$ cat src/drr_pkg.sv
// constants and types shared by the dual-range signal strength readout
package drr_pkg;

    // ==========================================================
    // register indices (byte address = index * 4)
    localparam logic [7:0] IDX_MEASURED_VALUE = 8'h68;
    localparam logic [7:0] IDX_UPDATE_FLAGS   = 8'h6F;
    localparam logic [7:0] IDX_RANGE_CONFIG   = 8'h8B;
    localparam logic [7:0] IDX_SHIFT_CONFIG   = 8'h8F;
    localparam logic [7:0] IDX_FINE_GAIN      = 8'h98;
    localparam logic [7:0] IDX_COARSE_GAIN    = 8'h9C;
    localparam logic [7:0] IDX_FINE_OFFSET    = 8'hA8;
    localparam logic [7:0] IDX_COARSE_OFFSET  = 8'hAC;
    localparam logic [7:0] IDX_FINE_CEILING   = 8'hB0;
    localparam logic [7:0] IDX_COARSE_FLOOR   = 8'hB1;

    // ==========================================================
    // field positions
    localparam int FORCE_FINE_BIT   = 0;
    localparam int FORCE_COARSE_BIT = 1;
    localparam int XOVER_EN_BIT     = 2;
    localparam int INDICATOR_BIT    = 0;
    localparam int NEW_RESULT_BIT   = 1;
    localparam int FINE_SHIFT_LSB   = 0;
    localparam int COARSE_SHIFT_LSB = 4;
    localparam int GAIN_FRAC_BITS   = 15;

    // ==========================================================
    // values after reset
    localparam logic [15:0] RST_GAIN       = 16'h8000;
    localparam logic [15:0] RST_OFFSET     = 16'h0000;
    localparam logic [15:0] RST_CEILING    = 16'hFFFF;
    localparam logic [15:0] RST_FLOOR      = 16'h0000;
    localparam logic [7:0]  RST_RANGE_CFG  = 8'h00;
    localparam logic [7:0]  RST_SHIFT_CFG  = 8'h00;

    // ==========================================================
    // axi response codes
    localparam logic [1:0] RESP_OKAY   = 2'h0;
    localparam logic [1:0] RESP_DECERR = 2'h3;

    // ==========================================================
    // hysteresis thresholds indexed by shift count
    localparam logic [15:0] FINE_MAX [8] = '{16'hFFF8, 16'h7FFC, 16'h3FFE, 16'h1FFF,
                                             16'h0FFF, 16'h07FF, 16'h03FF, 16'h01FF};
    localparam logic [15:0] COARSE_MIN [8] = '{16'hF000, 16'h7800, 16'h3C00, 16'h1E00,
                                               16'h0F00, 16'h0780, 16'h03C0, 16'h01E0};

    typedef enum logic [0:0]
    {
        RANGE_FINE   = 1'b0,
        RANGE_COARSE = 1'b1
    } drr_range_type;

endpackage

$ cat src/drr_cal_unit.sv
// gain and offset calibration of one range, saturated to 16 bits
`timescale 1ns/10ps
module drr_cal_unit
(
    input  wire logic [15:0] raw,
    input  wire logic [15:0] gain,
    input  wire logic [15:0] offset,
    output logic      [15:0] cal
);
    logic        [31:0] product;
    logic signed [17:0] sum;

    // gain is unsigned with 15 fraction bits; offset is two's complement
    always_comb
    begin
        product = raw * gain;
        sum     = $signed({1'b0, product[31:drr_pkg::GAIN_FRAC_BITS]})
                + $signed({{2{offset[15]}}, offset});
        if (sum < 18'sd0)
            cal = 16'h0000;
        else if (sum > $signed({2'b00, 16'hFFFF}))
            cal = 16'hFFFF;
        else
            cal = sum[15:0];
    end
endmodule

$ cat src/drr_readout.sv
// dual-range signal strength readout with axi4-lite registers
// ==========================================================
`timescale 1ns/10ps
module drr_readout
(
    input  wire logic        ref_clk,
    input  wire logic        sys_rst,
    input  wire logic [9:0]  s_axi_awaddr,
    input  wire logic        s_axi_awvalid,
    output logic             s_axi_awready,
    input  wire logic [31:0] s_axi_wdata,
    input  wire logic [3:0]  s_axi_wstrb,
    input  wire logic        s_axi_wvalid,
    output logic             s_axi_wready,
    output logic [1:0]       s_axi_bresp,
    output logic             s_axi_bvalid,
    input  wire logic        s_axi_bready,
    input  wire logic [9:0]  s_axi_araddr,
    input  wire logic        s_axi_arvalid,
    output logic             s_axi_arready,
    output logic [31:0]      s_axi_rdata,
    output logic [1:0]       s_axi_rresp,
    output logic             s_axi_rvalid,
    input  wire logic        s_axi_rready,
    input  wire logic [15:0] fine_raw,
    input  wire logic [15:0] coarse_raw,
    input  wire logic        conv_valid,
    output logic [15:0]      result_value,
    output logic             result_valid,
    output logic             received_signal_strength_range_indicator
);
    // ==========================================================
    // registers
    logic [15:0] fine_range_gain;
    logic [15:0] coarse_range_gain;
    logic [15:0] fine_range_offset;
    logic [15:0] coarse_range_offset;
    logic [15:0] fine_ceiling_limit;
    logic [15:0] coarse_floor_limit;
    logic [7:0]  received_signal_strength_range_config;
    logic [7:0]  shift_count_config;
    logic        new_result;

    // ==========================================================
    // axi write channel
    logic [7:0]  aw_index;
    logic        aw_held;
    logic [31:0] w_data;
    logic [3:0]  w_strb;
    logic        w_held;
    logic        wr_fire;

    assign s_axi_awready = !aw_held && !s_axi_bvalid;
    assign s_axi_wready  = !w_held && !s_axi_bvalid;
    assign wr_fire       = aw_held && w_held && !s_axi_bvalid;

    always_ff @(posedge ref_clk or posedge sys_rst)
    begin
        if (sys_rst)
        begin
            aw_held  <= 1'b0;
            aw_index <= 8'h00;
        end
        else if (s_axi_awvalid && s_axi_awready)
        begin
            aw_held  <= 1'b1;
            aw_index <= s_axi_awaddr[9:2];
        end
        else if (wr_fire)
            aw_held <= 1'b0;
    end

    always_ff @(posedge ref_clk or posedge sys_rst)
    begin
        if (sys_rst)
        begin
            w_held <= 1'b0;
            w_data <= 32'h0000_0000;
            w_strb <= 4'h0;
        end
        else if (s_axi_wvalid && s_axi_wready)
        begin
            w_held <= 1'b1;
            w_data <= s_axi_wdata;
            w_strb <= s_axi_wstrb;
        end
        else if (wr_fire)
            w_held <= 1'b0;
    end

    function automatic logic is_mapped(input logic [7:0] idx);
        is_mapped = (idx == drr_pkg::IDX_MEASURED_VALUE) || (idx == drr_pkg::IDX_UPDATE_FLAGS)
                 || (idx == drr_pkg::IDX_RANGE_CONFIG) || (idx == drr_pkg::IDX_SHIFT_CONFIG)
                 || (idx == drr_pkg::IDX_FINE_GAIN) || (idx == drr_pkg::IDX_COARSE_GAIN)
                 || (idx == drr_pkg::IDX_FINE_OFFSET) || (idx == drr_pkg::IDX_COARSE_OFFSET)
                 || (idx == drr_pkg::IDX_FINE_CEILING) || (idx == drr_pkg::IDX_COARSE_FLOOR);
    endfunction

    function automatic logic [15:0] merge16(input logic [15:0] old);
        merge16 = {w_strb[1] ? w_data[15:8] : old[15:8], w_strb[0] ? w_data[7:0] : old[7:0]};
    endfunction

    always_ff @(posedge ref_clk or posedge sys_rst)
    begin
        if (sys_rst)
        begin
            s_axi_bvalid <= 1'b0;
            s_axi_bresp  <= drr_pkg::RESP_OKAY;
        end
        else if (wr_fire)
        begin
            s_axi_bvalid <= 1'b1;
            s_axi_bresp  <= is_mapped(aw_index) ? drr_pkg::RESP_OKAY : drr_pkg::RESP_DECERR;
        end
        else if (s_axi_bready)
            s_axi_bvalid <= 1'b0;
    end

    // separate gains and offsets per range, one shift register for both
    always_ff @(posedge ref_clk or posedge sys_rst)
    begin
        if (sys_rst)
        begin
            fine_range_gain     <= drr_pkg::RST_GAIN;
            coarse_range_gain   <= drr_pkg::RST_GAIN;
            fine_range_offset   <= drr_pkg::RST_OFFSET;
            coarse_range_offset <= drr_pkg::RST_OFFSET;
            fine_ceiling_limit  <= drr_pkg::RST_CEILING;
            coarse_floor_limit  <= drr_pkg::RST_FLOOR;
            received_signal_strength_range_config   <= drr_pkg::RST_RANGE_CFG;
            shift_count_config  <= drr_pkg::RST_SHIFT_CFG;
        end
        else if (wr_fire)
        begin
            unique case (aw_index)
                drr_pkg::IDX_FINE_GAIN:     fine_range_gain <= merge16(fine_range_gain);
                drr_pkg::IDX_COARSE_GAIN:   coarse_range_gain <= merge16(coarse_range_gain);
                drr_pkg::IDX_FINE_OFFSET:   fine_range_offset <= merge16(fine_range_offset);
                drr_pkg::IDX_COARSE_OFFSET: coarse_range_offset <= merge16(coarse_range_offset);
                drr_pkg::IDX_FINE_CEILING:  fine_ceiling_limit <= merge16(fine_ceiling_limit);
                drr_pkg::IDX_COARSE_FLOOR:  coarse_floor_limit <= merge16(coarse_floor_limit);
                drr_pkg::IDX_RANGE_CONFIG:
                    if (w_strb[0])
                        received_signal_strength_range_config <= w_data[7:0];
                drr_pkg::IDX_SHIFT_CONFIG:
                    if (w_strb[0])
                        shift_count_config <= w_data[7:0];
                default:
                    ;
            endcase
        end
    end

    // ==========================================================
    // axi read channel
    logic [31:0] next_rdata;

    assign s_axi_arready = !s_axi_rvalid;

    always_comb
    begin
        next_rdata = 32'h0000_0000;
        unique case (s_axi_araddr[9:2])
            drr_pkg::IDX_MEASURED_VALUE: next_rdata[15:0] = result_value;
            drr_pkg::IDX_UPDATE_FLAGS:
            begin
                next_rdata[drr_pkg::INDICATOR_BIT]  = received_signal_strength_range_indicator;
                next_rdata[drr_pkg::NEW_RESULT_BIT] = new_result;
            end
            drr_pkg::IDX_RANGE_CONFIG:   next_rdata[7:0]  = received_signal_strength_range_config;
            drr_pkg::IDX_SHIFT_CONFIG:   next_rdata[7:0]  = shift_count_config;
            drr_pkg::IDX_FINE_GAIN:      next_rdata[15:0] = fine_range_gain;
            drr_pkg::IDX_COARSE_GAIN:    next_rdata[15:0] = coarse_range_gain;
            drr_pkg::IDX_FINE_OFFSET:    next_rdata[15:0] = fine_range_offset;
            drr_pkg::IDX_COARSE_OFFSET:  next_rdata[15:0] = coarse_range_offset;
            drr_pkg::IDX_FINE_CEILING:   next_rdata[15:0] = fine_ceiling_limit;
            drr_pkg::IDX_COARSE_FLOOR:   next_rdata[15:0] = coarse_floor_limit;
            default:
                next_rdata = 32'h0000_0000;
        endcase
    end

    always_ff @(posedge ref_clk or posedge sys_rst)
    begin
        if (sys_rst)
        begin
            s_axi_rvalid <= 1'b0;
            s_axi_rdata  <= 32'h0000_0000;
            s_axi_rresp  <= drr_pkg::RESP_OKAY;
        end
        else if (s_axi_arvalid && s_axi_arready)
        begin
            s_axi_rvalid <= 1'b1;
            s_axi_rdata  <= next_rdata;
            s_axi_rresp  <= is_mapped(s_axi_araddr[9:2]) ? drr_pkg::RESP_OKAY
                                                         : drr_pkg::RESP_DECERR;
        end
        else if (s_axi_rready)
            s_axi_rvalid <= 1'b0;
    end

    // ==========================================================
    // calibration and range selection
    logic [15:0]           fine_cal;
    logic [15:0]           coarse_cal;
    logic [15:0]           fine_lim;
    logic [15:0]           coarse_lim;
    logic [15:0]           fine_sh;
    logic [15:0]           coarse_sh;
    logic [2:0]            fine_shift;
    logic [2:0]            coarse_shift;
    logic [15:0]           fine_max;
    logic [15:0]           coarse_min;
    logic                  xover_en;
    drr_pkg::drr_range_type range_state;
    drr_pkg::drr_range_type next_range;
    logic [15:0]           next_value;

    drr_cal_unit fine_cal_unit
    (
        .raw    (fine_raw),
        .gain   (fine_range_gain),
        .offset (fine_range_offset),
        .cal    (fine_cal)
    );

    drr_cal_unit coarse_cal_unit
    (
        .raw    (coarse_raw),
        .gain   (coarse_range_gain),
        .offset (coarse_range_offset),
        .cal    (coarse_cal)
    );

    assign xover_en     = received_signal_strength_range_config[drr_pkg::XOVER_EN_BIT];
    assign fine_shift   = shift_count_config[drr_pkg::FINE_SHIFT_LSB +: 3];
    assign coarse_shift = shift_count_config[drr_pkg::COARSE_SHIFT_LSB +: 3];
    assign fine_max     = drr_pkg::FINE_MAX[fine_shift];
    assign coarse_min   = drr_pkg::COARSE_MIN[fine_shift];

    always_comb
    begin
        // limits act on the unshifted calibrated value
        fine_lim   = (fine_cal > fine_ceiling_limit) ? fine_ceiling_limit : fine_cal;
        coarse_lim = (coarse_cal < coarse_floor_limit) ? coarse_floor_limit : coarse_cal;
        if (xover_en)
        begin
            fine_sh   = fine_lim >> fine_shift;
            coarse_sh = coarse_lim >> coarse_shift;
        end
        else
        begin
            fine_sh   = fine_cal >> fine_shift;
            coarse_sh = coarse_cal >> fine_shift;
        end
    end

    always_comb
    begin
        if (received_signal_strength_range_config[drr_pkg::FORCE_FINE_BIT])
            next_range = drr_pkg::RANGE_FINE;
        else if (received_signal_strength_range_config[drr_pkg::FORCE_COARSE_BIT])
            next_range = drr_pkg::RANGE_COARSE;
        else if (xover_en)
            // no memory of the previous range, so the switch is a hard crossover
            next_range = (fine_cal >= fine_ceiling_limit) ? drr_pkg::RANGE_COARSE
                                                          : drr_pkg::RANGE_FINE;
        else
        begin
            unique case (range_state)
                drr_pkg::RANGE_FINE:
                    next_range = (fine_sh >= fine_max) ? drr_pkg::RANGE_COARSE
                                                       : drr_pkg::RANGE_FINE;
                drr_pkg::RANGE_COARSE:
                    next_range = (coarse_sh < coarse_min) ? drr_pkg::RANGE_FINE
                                                          : drr_pkg::RANGE_COARSE;
            endcase
        end
    end

    always_comb
    begin
        if (next_range == drr_pkg::RANGE_FINE)
            next_value = fine_sh;
        else if (!xover_en && coarse_sh < coarse_min)
            next_value = coarse_min;
        else
            next_value = coarse_sh;
    end

    always_ff @(posedge ref_clk or posedge sys_rst)
    begin
        if (sys_rst)
            range_state <= drr_pkg::RANGE_FINE;
        else if (conv_valid)
            range_state <= next_range;
    end

    // value loaded only after shifting, so the measured value register holds the shifted result
    always_ff @(posedge ref_clk or posedge sys_rst)
    begin
        if (sys_rst)
        begin
            result_value <= 16'h0000;
            result_valid <= 1'b0;
        end
        else
        begin
            result_valid <= conv_valid;
            if (conv_valid)
                result_value <= next_value;
        end
    end

    assign received_signal_strength_range_indicator = (range_state == drr_pkg::RANGE_COARSE);

    // a conversion landing on the clearing write still leaves the flag set
    always_ff @(posedge ref_clk or posedge sys_rst)
    begin
        if (sys_rst)
            new_result <= 1'b0;
        else if (conv_valid)
            new_result <= 1'b1;
        else if (wr_fire && aw_index == drr_pkg::IDX_UPDATE_FLAGS && w_strb[0]
                 && w_data[drr_pkg::NEW_RESULT_BIT])
            new_result <= 1'b0;
    end

    // ==========================================================
    // assertions
    logic free_run;
    assign free_run = !received_signal_strength_range_config[drr_pkg::FORCE_FINE_BIT]
                   && !received_signal_strength_range_config[drr_pkg::FORCE_COARSE_BIT];

    result_timing_a: assert property (@(posedge ref_clk) disable iff (sys_rst)
        conv_valid |=> result_valid && result_value == $past(next_value))
        else $error("result not loaded one cycle after conversion");

    xover_switch_a: assert property (@(posedge ref_clk) disable iff (sys_rst)
        conv_valid && xover_en && free_run
        |=> received_signal_strength_range_indicator == ($past(fine_cal) >= $past(fine_ceiling_limit)))
        else $error("crossover range does not follow ceiling compare");

    fine_shift_a: assert property (@(posedge ref_clk) disable iff (sys_rst)
        conv_valid && xover_en && next_range == drr_pkg::RANGE_FINE
        |=> result_value == ($past(fine_lim) >> $past(fine_shift)))
        else $error("fine result not shifted by fine count");

    fine_ceiling_a: assert property (@(posedge ref_clk) disable iff (sys_rst)
        conv_valid && xover_en && next_range == drr_pkg::RANGE_FINE
        |=> result_value <= $past(fine_ceiling_limit))
        else $error("fine result above ceiling");

    coarse_floor_a: assert property (@(posedge ref_clk) disable iff (sys_rst)
        conv_valid && xover_en && next_range == drr_pkg::RANGE_COARSE
        |=> result_value == ($past(coarse_lim) >> $past(coarse_shift))
            && $past(coarse_lim) >= $past(coarse_floor_limit))
        else $error("coarse result below floor");

    hyst_up_a: assert property (@(posedge ref_clk) disable iff (sys_rst)
        conv_valid && !xover_en && free_run && range_state == drr_pkg::RANGE_FINE
        && fine_sh >= fine_max |=> received_signal_strength_range_indicator)
        else $error("fine range kept at fine maximum");

    hyst_hold_a: assert property (@(posedge ref_clk) disable iff (sys_rst)
        conv_valid && !xover_en && free_run && range_state == drr_pkg::RANGE_COARSE
        && coarse_sh >= coarse_min |=> received_signal_strength_range_indicator)
        else $error("coarse range left above coarse minimum");

    coarse_min_a: assert property (@(posedge ref_clk) disable iff (sys_rst)
        conv_valid && !xover_en && next_range == drr_pkg::RANGE_COARSE
        |=> result_value >= drr_pkg::COARSE_MIN[$past(fine_shift)])
        else $error("coarse result below table minimum");

    fine_max_a: assert property (@(posedge ref_clk) disable iff (sys_rst)
        conv_valid && !xover_en && free_run && next_range == drr_pkg::RANGE_FINE
        |=> result_value < drr_pkg::FINE_MAX[$past(fine_shift)])
        else $error("fine result reported at or above fine maximum");

    new_flag_a: assert property (@(posedge ref_clk) disable iff (sys_rst)
        conv_valid |=> new_result ##1 (new_result || $past(wr_fire)))
        else $error("new result flag lost");
endmodule

$ cat config.mk
export PLATFORM = sky130hd
export DESIGN_NAME = drr_readout
export DESIGN_NICKNAME = d
export VERILOG_FILES = /design/src/drr_pkg.sv /design/src/drr_cal_unit.sv /design/src/drr_readout.sv
export SDC_FILE = /design/constraint.sdc
export NUM_CORES = 2
export LEC_CHECK = 0
export CAP_MARGIN = 25
export CORE_ASPECT_RATIO = 0.8
export CORE_MARGIN = 2
export CORE_UTILIZATION = 60
export CTS_BUF_LIST = sky130_fd_sc_hd__clkbuf_8
export DETAILED_ROUTE_END_ITERATION = 8
export DONT_BUFFER_PORTS = 1
export PLACE_DENSITY = 0.9
export SYNTH_ARGS = -nofsm -noshare
export SYNTH_HDL_FRONTEND = slang
export SYNTH_SLANG_ARGS = --single-unit
export TNS_END_PERCENT = 100
$ cat constraint.sdc
create_clock -name ref_clk -period 13.9 [get_ports ref_clk]
set_clock_uncertainty 0.2 [all_clocks]
set_input_delay 2.78 -clock ref_clk [delete_from_list [all_inputs] [get_ports ref_clk]]
set_output_delay 2.78 -clock ref_clk [all_outputs]
set_load 0.01 [all_outputs]
* Word level (Yosys, flattened, before mapping)
Memories as Yosys holds them, arrays and structs flattened.
Index checks and enable logic that the tools add are counted.
** Cells by class
- Add/subtract/negate cells :: 2
- Multiply operators :: 2
- Div/mod/pow operators :: 0
- Order comparisons :: 10
- Equal/unequal tests :: 20
- Shift operators :: 4
- Muxes and demuxes :: 35
- Bitwise logic cells :: 2
- Reduce and logical (&&, ||, !) cells :: 53
** Operators by type and width (count)
- $mux W16 :: 14
- $eq A8 B8 Y1 const B :: 16
- $mul A16 B16 Y32 :: 2
- $shr A16 B3 Y16 :: 4
- $pmux W8 S7 :: 1
- $pmux W6 S9 :: 1
- $reduce_and A3 Y1 :: 14
- $add A18 B16 Y18 :: 2
- $gt A18 B17 Y1 const B :: 2
- $lt A18 B1 Y1 const B :: 2
- $eq A8 B7 Y1 const B :: 4
- $ge A16 B16 Y1 :: 2
- $lt A16 B16 Y1 :: 2
- $pmux W2 S10 :: 1
- $logic_or A1 B1 Y1 :: 18
- $gt A16 B16 Y1 :: 1
- $mux W1 :: 15
- $logic_and A1 B1 Y1 :: 11
- $reduce_bool A2 Y1 :: 5
- $logic_not A1 Y1 :: 5
- $ge A4 B4 Y1 const B :: 1
- $mux W2 :: 2
- $not A3 Y4 :: 1
- $pmux W1 S2 :: 1
- $not A1 Y1 :: 1
** Storage, ports and cells
- Register bits :: 181
- Bits in latches :: 0
- Bits in writable memories :: 0
- Memory bits (read-only) :: 256
- Bits of input ports :: 96
- Memories :: 2
** Memory list
- (name not given) :: depth 8, width 16, read ports 1, clocked after Yosys merged registers in 0, write ports 0, line drr_readout.sv:239 : assign coarse_min = drr_pkg::COARSE_MIN[fine_shift];
- (name not given) :: depth 8, width 16, read ports 1, clocked after Yosys merged registers in 0, write ports 0, line drr_readout.sv:238 : assign fine_max = drr_pkg::FINE_MAX[fine_shift];

* Logic depth before layout (Yosys ltp)
- Depth in word-level cells :: 16
- Mapped depth :: 66
- Depth with buffers taken out :: 61

* Cells and area by module
A second synthesis with hierarchy kept.
** Second synthesis, totals
- Cells, all modules :: 3202
- Area total of the unflattened synthesis :: 29741.0 um^2
** By module, submodules not included
- drr_readout :: times used 1, cells an instance 1078, area an instance 11558.6 um^2, seq. area each 4501.8 um^2
- drr_cal_unit (coarse_cal_unit) :: times used 1, cells an instance 1072, area an instance 9131.3 um^2, seq. area each 0.0 um^2
- drr_cal_unit (fine_cal_unit) :: times used 1, cells an instance 1052, area an instance 9051.2 um^2, seq. area each 0.0 um^2

* Worst setup path before layout
OpenSTA, ideal clock, no wires.
- Path kind :: in2reg
- From :: input port fine_raw[12]
- To :: register result_value[4]
- Setup time :: 0.125 ns
- Arrival time :: 15.363 ns
- Slack :: -1.787 ns
- Stages :: 58
- Path through :: clkbuf_1 nand2_1 fa_1 fa_1 fa_1 inv_1 fa_1 fa_1 inv_1 fa_1 inv_1 ha_1 and3_1 a221o_1 a21o_1 a21oi_1 o31a_1 o211ai_1 [22 not listed] or2_1 buf_2 mux2_1 mux4_2 mux2i_1 inv_1 ha_1 a21o_1 a21oi_1 nor3_1 nand2_1 a311o_1 a2111o_1 nor4_4 o21bai_2 buf_6 mux2i_1 mux2_2
** On the way
- Cells in the longest elaborated chain, start to end :: 16
- Elaborated cells between the ends (all ways) :: 20
** Ends and longest elaborated chain
- from (decl) :: line drr_readout.sv:25 : input wire logic [15:0] fine_raw,
- $mul A16 B16 Y32 (*) :: line drr_cal_unit.sv:16 : product = raw * gain;
- $add A18 B16 Y18 (*) :: line drr_cal_unit.sv:18 : + $signed({{2{offset[15]}}, offset});
- $gt A18 B17 Y1 :: line drr_cal_unit.sv:21 : else if (sum > $signed({2'b00, 16'hFFFF}))
- $mux W16 :: line drr_cal_unit.sv:21
- $mux W16 (*) :: line drr_cal_unit.sv:19 : if (sum < 18'sd0)
- $gt A16 B16 Y1 :: line drr_readout.sv:244 : fine_lim = (fine_cal > fine_ceiling_limit) ? fine_ceiling_limit : fine_cal;
- $mux W16 :: line drr_readout.sv:244
- $shr A16 B3 Y16 :: line drr_readout.sv:248 : fine_sh = fine_lim >> fine_shift;
- $mux W16 :: line drr_readout.sv:246 : if (xover_en)
- $ge A16 B16 Y1 :: line drr_readout.sv:272 : next_range = (fine_sh >= fine_max) ? drr_pkg::RANGE_COARSE
- $mux W1 :: line drr_readout.sv:272
- $pmux W1 S2 :: line drr_readout.sv:270 : unique case (range_state)
- $mux W1 :: line drr_readout.sv:264 : else if (xover_en)
- $mux W1 :: line drr_readout.sv:262 : else if (received_signal_strength_range_config[drr_pkg::FORCE_COARSE_BIT])
- $mux W1 :: line drr_readout.sv:260 : if (received_signal_strength_range_config[drr_pkg::FORCE_FINE_BIT])
- $mux W16 (*) :: line drr_readout.sv:283 : if (next_range == drr_pkg::RANGE_FINE)
- to (signal assigned) :: line drr_readout.sv:311 : result_value <= next_value;
- to (decl) :: line drr_readout.sv:28 : output logic [15:0] result_value,
Every way passes the cells marked *; elsewhere a longest branch is shown, timed or not.
A chain may end at the register's enable or synchronous reset.

* Final worst setup path
- From :: input port fine_raw[10]
- To :: register result_value[4]
Same word-level chain as after synthesis.

==> impl_metrics.xml <==
<?xml version="1.0" encoding="UTF-8"?>
<metrics>
  <group name="status">
    <metric name="result_of_the_run" unit="">complete, but fails checks</metric>
    <metric name="failed_checks" unit="">negative setup slack</metric>
  </group>
  <group name="clock_tree">
    <metric name="cts_tree" unit="">built</metric>
    <metric name="total_clock_buffers_created_by_cts" unit="">17</metric>
    <metric name="worst_skew_pair.late_latency" unit="ns">0.52</metric>
    <metric name="post_cts_hold_buffer_count" unit="">0</metric>
    <metric name="cts_root_buffer" unit="">clkbuf_8</metric>
    <metric name="cts_num_sinks" unit="">179</metric>
    <metric name="cts-root-to-sink-buffers" unit="">2</metric>
    <metric name="clock_tree.htree_level_count" unit="">4</metric>
    <metric name="clk_transition_reported_paths" unit="ns">0.10</metric>
  </group>
  <group name="sta">
    <metric name="slew_viol_final" unit="">0</metric>
    <metric name="final_period_minus_worst_setup_slack" unit="ns">15.41</metric>
    <metric name="post-route-period-util" unit="%">111</metric>
    <metric name="relative_slew_slack" unit="%">23.0</metric>
    <metric name="final-setup-viol-count" unit="">17</metric>
    <metric name="timing_hold_violations_final" unit="">0</metric>
    <metric name="clock.fmax" unit="GHz">0.0649</metric>
    <metric name="rsz_0062_raised_after_global_routing" unit="">yes</metric>
    <metric name="setup_slack" unit="ns">-1.51</metric>
    <metric name="worstMarginPinSlew" unit="ns">1.15</metric>
  </group>
  <group name="job">
    <metric name="drv.max_cap_violation_count" unit="">0</metric>
  </group>
  <group name="placed_design">
    <metric name="place.port_buffers" unit="">0</metric>
    <metric name="post-dp-hpwl" unit="µm">75400</metric>
    <metric name="post_dp_cell_area" unit="µm²">33300</metric>
    <metric name="gp_routability_congestion" unit="">0.997</metric>
  </group>
  <group name="worst_setup_path">
    <metric name="rr_worst_depth" unit="">59</metric>
    <metric name="reg2reg_slack" unit="ns">-0.04</metric>
    <metric name="worst-endpoint-required" unit="ns">14.11</metric>
    <metric name="critPathMaxStageDelay" unit="ns">0.55</metric>
    <metric name="timing.setup.critical_path_class" unit="">in2reg</metric>
    <metric name="crit_path_launch_type" unit="">primary input</metric>
    <metric name="crit_path_top_cell_by_count" unit="">fa_1</metric>
    <metric name="path_max_fanout" unit="">16</metric>
    <metric name="worst_r2r_endpoint" unit="">result_value[4]</metric>
    <metric name="rr_startpoint" unit="">fine_range_gain[2]</metric>
    <metric name="crit_end" unit="">result_value[4]</metric>
    <metric name="critical-path-slowest-cell" unit="">fa_1</metric>
    <metric name="worst_setup_path_end_kind" unit="">flip-flop</metric>
    <metric name="cp-startpoint" unit="">fine_raw[10]</metric>
    <metric name="cp_data_arrival_time" unit="ns">15.62</metric>
  </group>
  <group name="detailed_routing">
    <metric name="vias_per_cell" unit="">6.39</metric>
    <metric name="route.antenna.remaining_nets" unit="">0</metric>
    <metric name="num_vias" unit="">27400</metric>
    <metric name="drcViolationCount" unit="">0</metric>
    <metric name="wire_per_inst" unit="µm">23.2</metric>
    <metric name="drt-initial-drc-count" unit="">3755</metric>
    <metric name="postRouteWirelength" unit="µm">99500</metric>
    <metric name="dr.pass1.iters" unit="">8</metric>
  </group>
  <group name="layout">
    <metric name="drive_gt1_share" unit="%">20.9</metric>
    <metric name="final_nets" unit="">4364</metric>
    <metric name="area.growth.synth_to_final" unit="%">14.4</metric>
    <metric name="top_library_cells_by_usage_in_the_layout_fill_and_taps_aside" unit="">inv_1, nand2_1, fa_1</metric>
    <metric name="layout_commonest_cell" unit="">inv_1</metric>
    <metric name="design_area" unit="µm²">34600</metric>
  </group>
  <group name="grt">
    <metric name="grt_use_total" unit="%">38.4</metric>
    <metric name="grt_overflow" unit="">0</metric>
    <metric name="first_pass_grt_wire_length" unit="µm">153000</metric>
    <metric name="groute.layer.met1.usage" unit="%">47.7</metric>
    <metric name="antenna_found_initial" unit="">11</metric>
    <metric name="grt.met3_usage" unit="%">14.7</metric>
    <metric name="grt-busiest-layer" unit="">met2</metric>
    <metric name="first_global_vias" unit="">28400</metric>
    <metric name="met2_usage" unit="%">57.6</metric>
    <metric name="grt_start_max_net_pins" unit="">121</metric>
  </group>
  <group name="synthesis">
    <metric name="netlist_instances" unit="">3324</metric>
    <metric name="synth_seq_cells" unit="">179</metric>
    <metric name="asyncSetResetFlopFracSynth" unit="%">100</metric>
    <metric name="leading_register_cell_type_out_of_synthesis" unit="">dfrtp_1</metric>
    <metric name="synth_cell_types" unit="">93</metric>
    <metric name="synth-edff-count" unit="">0</metric>
    <metric name="synth.yosys.seq_area_share" unit="%">14.9</metric>
    <metric name="post_synth_instance_area" unit="µm²">30200</metric>
    <metric name="total_of_warnings_raised_by_yosys" unit="">0</metric>
    <metric name="syn_avg_cell_area" unit="µm²">9.09</metric>
  </group>
  <group name="pwr">
    <metric name="netSwitchingFraction" unit="%">47.6</metric>
    <metric name="net-switching-power" unit="mW">2.31</metric>
    <metric name="power.internal" unit="mW">2.54</metric>
    <metric name="clockPowerShare" unit="%">7.6</metric>
    <metric name="peakVddDrop" unit="mV">0.195</metric>
    <metric name="total_power" unit="mW">4.85</metric>
    <metric name="seq_power_share" unit="%">19.3</metric>
    <metric name="p_per_area" unit="nW/µm²">140</metric>
    <metric name="leakagePower" unit="nW">17.5</metric>
    <metric name="share_comb_of_total_power" unit="%">73.2</metric>
  </group>
  <group name="floorplan">
    <metric name="floorplan.die_area" unit="µm²">52200</metric>
    <metric name="die_height" unit="µm">205</metric>
    <metric name="die_x" unit="µm">255</metric>
    <metric name="core.rowCount" unit="">73</metric>
    <metric name="design.core.area" unit="µm²">49700</metric>
    <metric name="top_level_ports" unit="">155</metric>
    <metric name="starting_density_of_the_core" unit="%">60.8</metric>
  </group>
  <group name="hold_path">
    <metric name="hold_class" unit="">reg2reg</metric>
  </group>
</metrics>
-- through the flow --
stage               setup TNS (ns)  setup WS, ns  cells  hold slack [ns]  util (%)
floorplan                   -19.36         -1.24   3339            0.271         -
global placement            -31.97         -1.96   4196            0.290      67.0
detailed placement          -38.37         -2.36   4198            0.298      67.0
CTS                         -20.94         -1.31   4252            0.318      68.5
global route                -31.55         -1.94   4288            0.338      69.6
finish                      -24.51         -1.51   4289            0.318      69.6
-- cell type report --
| type | instances | area, µm² |
|---|---|---|
| Multi-Input combinational cell | 2489 | 23900 |
| Fill cell | 3410 | 15100 |
| Sequential cell | 179 | 4500 |
| Timing Repair Buffer | 402 | 3090 |
| Inverter | 503 | 1900 |
| Tap cell | 675 | 845 |
| Clock buffer | 19 | 262 |
| Clock inverter | 13 | 110 |
| Antenna cell | 9 | 22.5 |
-- logic make-up after synthesis --
logic type | synth area share [%]
multiplexers | 10.3
adder cells (fa/ha/maj) | 37.6
AO/OA/AOI/OAI | 11.7
flip-flops | 14.9
buffers and inverters | 8.65
other | 0.0124
XOR/XNOR | 1.62
AND/OR/NAND/NOR | 15.1
-- Yosys cell counts, drive strengths merged (5+ instances only) --
cell type | count | area (µm²)
xor2 | 15 | 131
clkbuf | 131 | 492
xnor2 | 41 | 359
a31oi | 27 | 169
inv | 502 | 1880
nand4 | 14 | 87.6
o21a | 30 | 225
or2 | 5 | 31.3
nand2b | 17 | 106
nor3 | 35 | 191
nor3b | 7 | 52.6
nand3 | 23 | 115
a21oi | 112 | 564
and2 | 235 | 1470
a221oi | 21 | 184
mux4 | 28 | 631
a21o | 45 | 338
fa | 388 | 7770
a22oi | 31 | 233
ha | 288 | 3600
mux2i | 92 | 921
o21bai | 7 | 56.3
o22a | 7 | 61.3
or3 | 10 | 62.6
o211ai | 17 | 128
o211a | 5 | 50.1
buf | 38 | 235
and3 | 13 | 81.3
nor2 | 141 | 532
dfstp | 18 | 473
o31ai | 8 | 60.1
o311ai | 5 | 43.8
nor2b | 22 | 138
a211oi | 23 | 203
o22ai | 5 | 31.3
a311oi | 5 | 43.8
dfrtp | 161 | 4030
a31o | 5 | 43.8
mux2 | 140 | 1580
nand2 | 421 | 1580
o21ai | 119 | 607
-- how the worst min path moves through the flow --
stage                                              from                                  endpoint  cells past startpoint
6_report       received_signal_strength_range_config[7]  received_signal_strength_range_config[7]                      1
5_1_grt        received_signal_strength_range_config[7]  received_signal_strength_range_config[7]                      1
4_1_cts        received_signal_strength_range_config[7]  received_signal_strength_range_config[7]                      1
3_5_place_dp   received_signal_strength_range_config[7]  received_signal_strength_range_config[7]                      1
3_3_place_gp                      shift_count_config[3]                     shift_count_config[3]                      1
2_1_floorplan                                new_result                                new_result                      2
-- state kept, by name, indices dropped and copies added (netlist names), 2 cells and up --
register	count
aw_index	8
s_axi_rdata	16
fine_range_gain	16
coarse_range_gain	16
received_signal_strength_range_config	8
shift_count_config	8
result_value	16
coarse_floor_limit	16
w_strb	2
fine_range_offset	16
w_data	16
coarse_range_offset	16
fine_ceiling_limit	16
-- power by group through the flow --
stage / registers, mW / logic, mW / clock network, mW
CTS: 0.893 / 3.32 / 0.360
finish: 0.934 / 3.55 / 0.368
floorplan: 0.730 / 2.05 / 0
global placement: 0.896 / 3.06 / 0
global route: 0.921 / 3.83 / 0.381
detailed placement: 0.902 / 3.17 / 0
-- worst max-delay path: cells and delay by family --
kind	cells	cell delay [ns]
AOI/OAI and AO/OA	26	4.93
adders and majority gates	10	4.01
buffers and inverters	8	0.96
muxes	4	1.12
and+or+nand+nor	12	1.81
-- what timing repair did --
item / in CTS / in global routing
pin swaps: 44 / 39
gates resized for setup: 53 / 67
setup endpoints to repair: 17 / 17
gates cloned: 2 / 0
buffers inserted: 20 / 26
-- per-layer routing --
| layer | wire length (µm) | part of all wire, % |
|---|---|---|
| met3 | 14900 | 15 |
| met1 | 34700 | 35 |
| met2 | 42700 | 43 |
| met4 | 7080 | 7.1 |
| met5 | 136 | 0.14 |
Power figures use the tool's default switching activity.
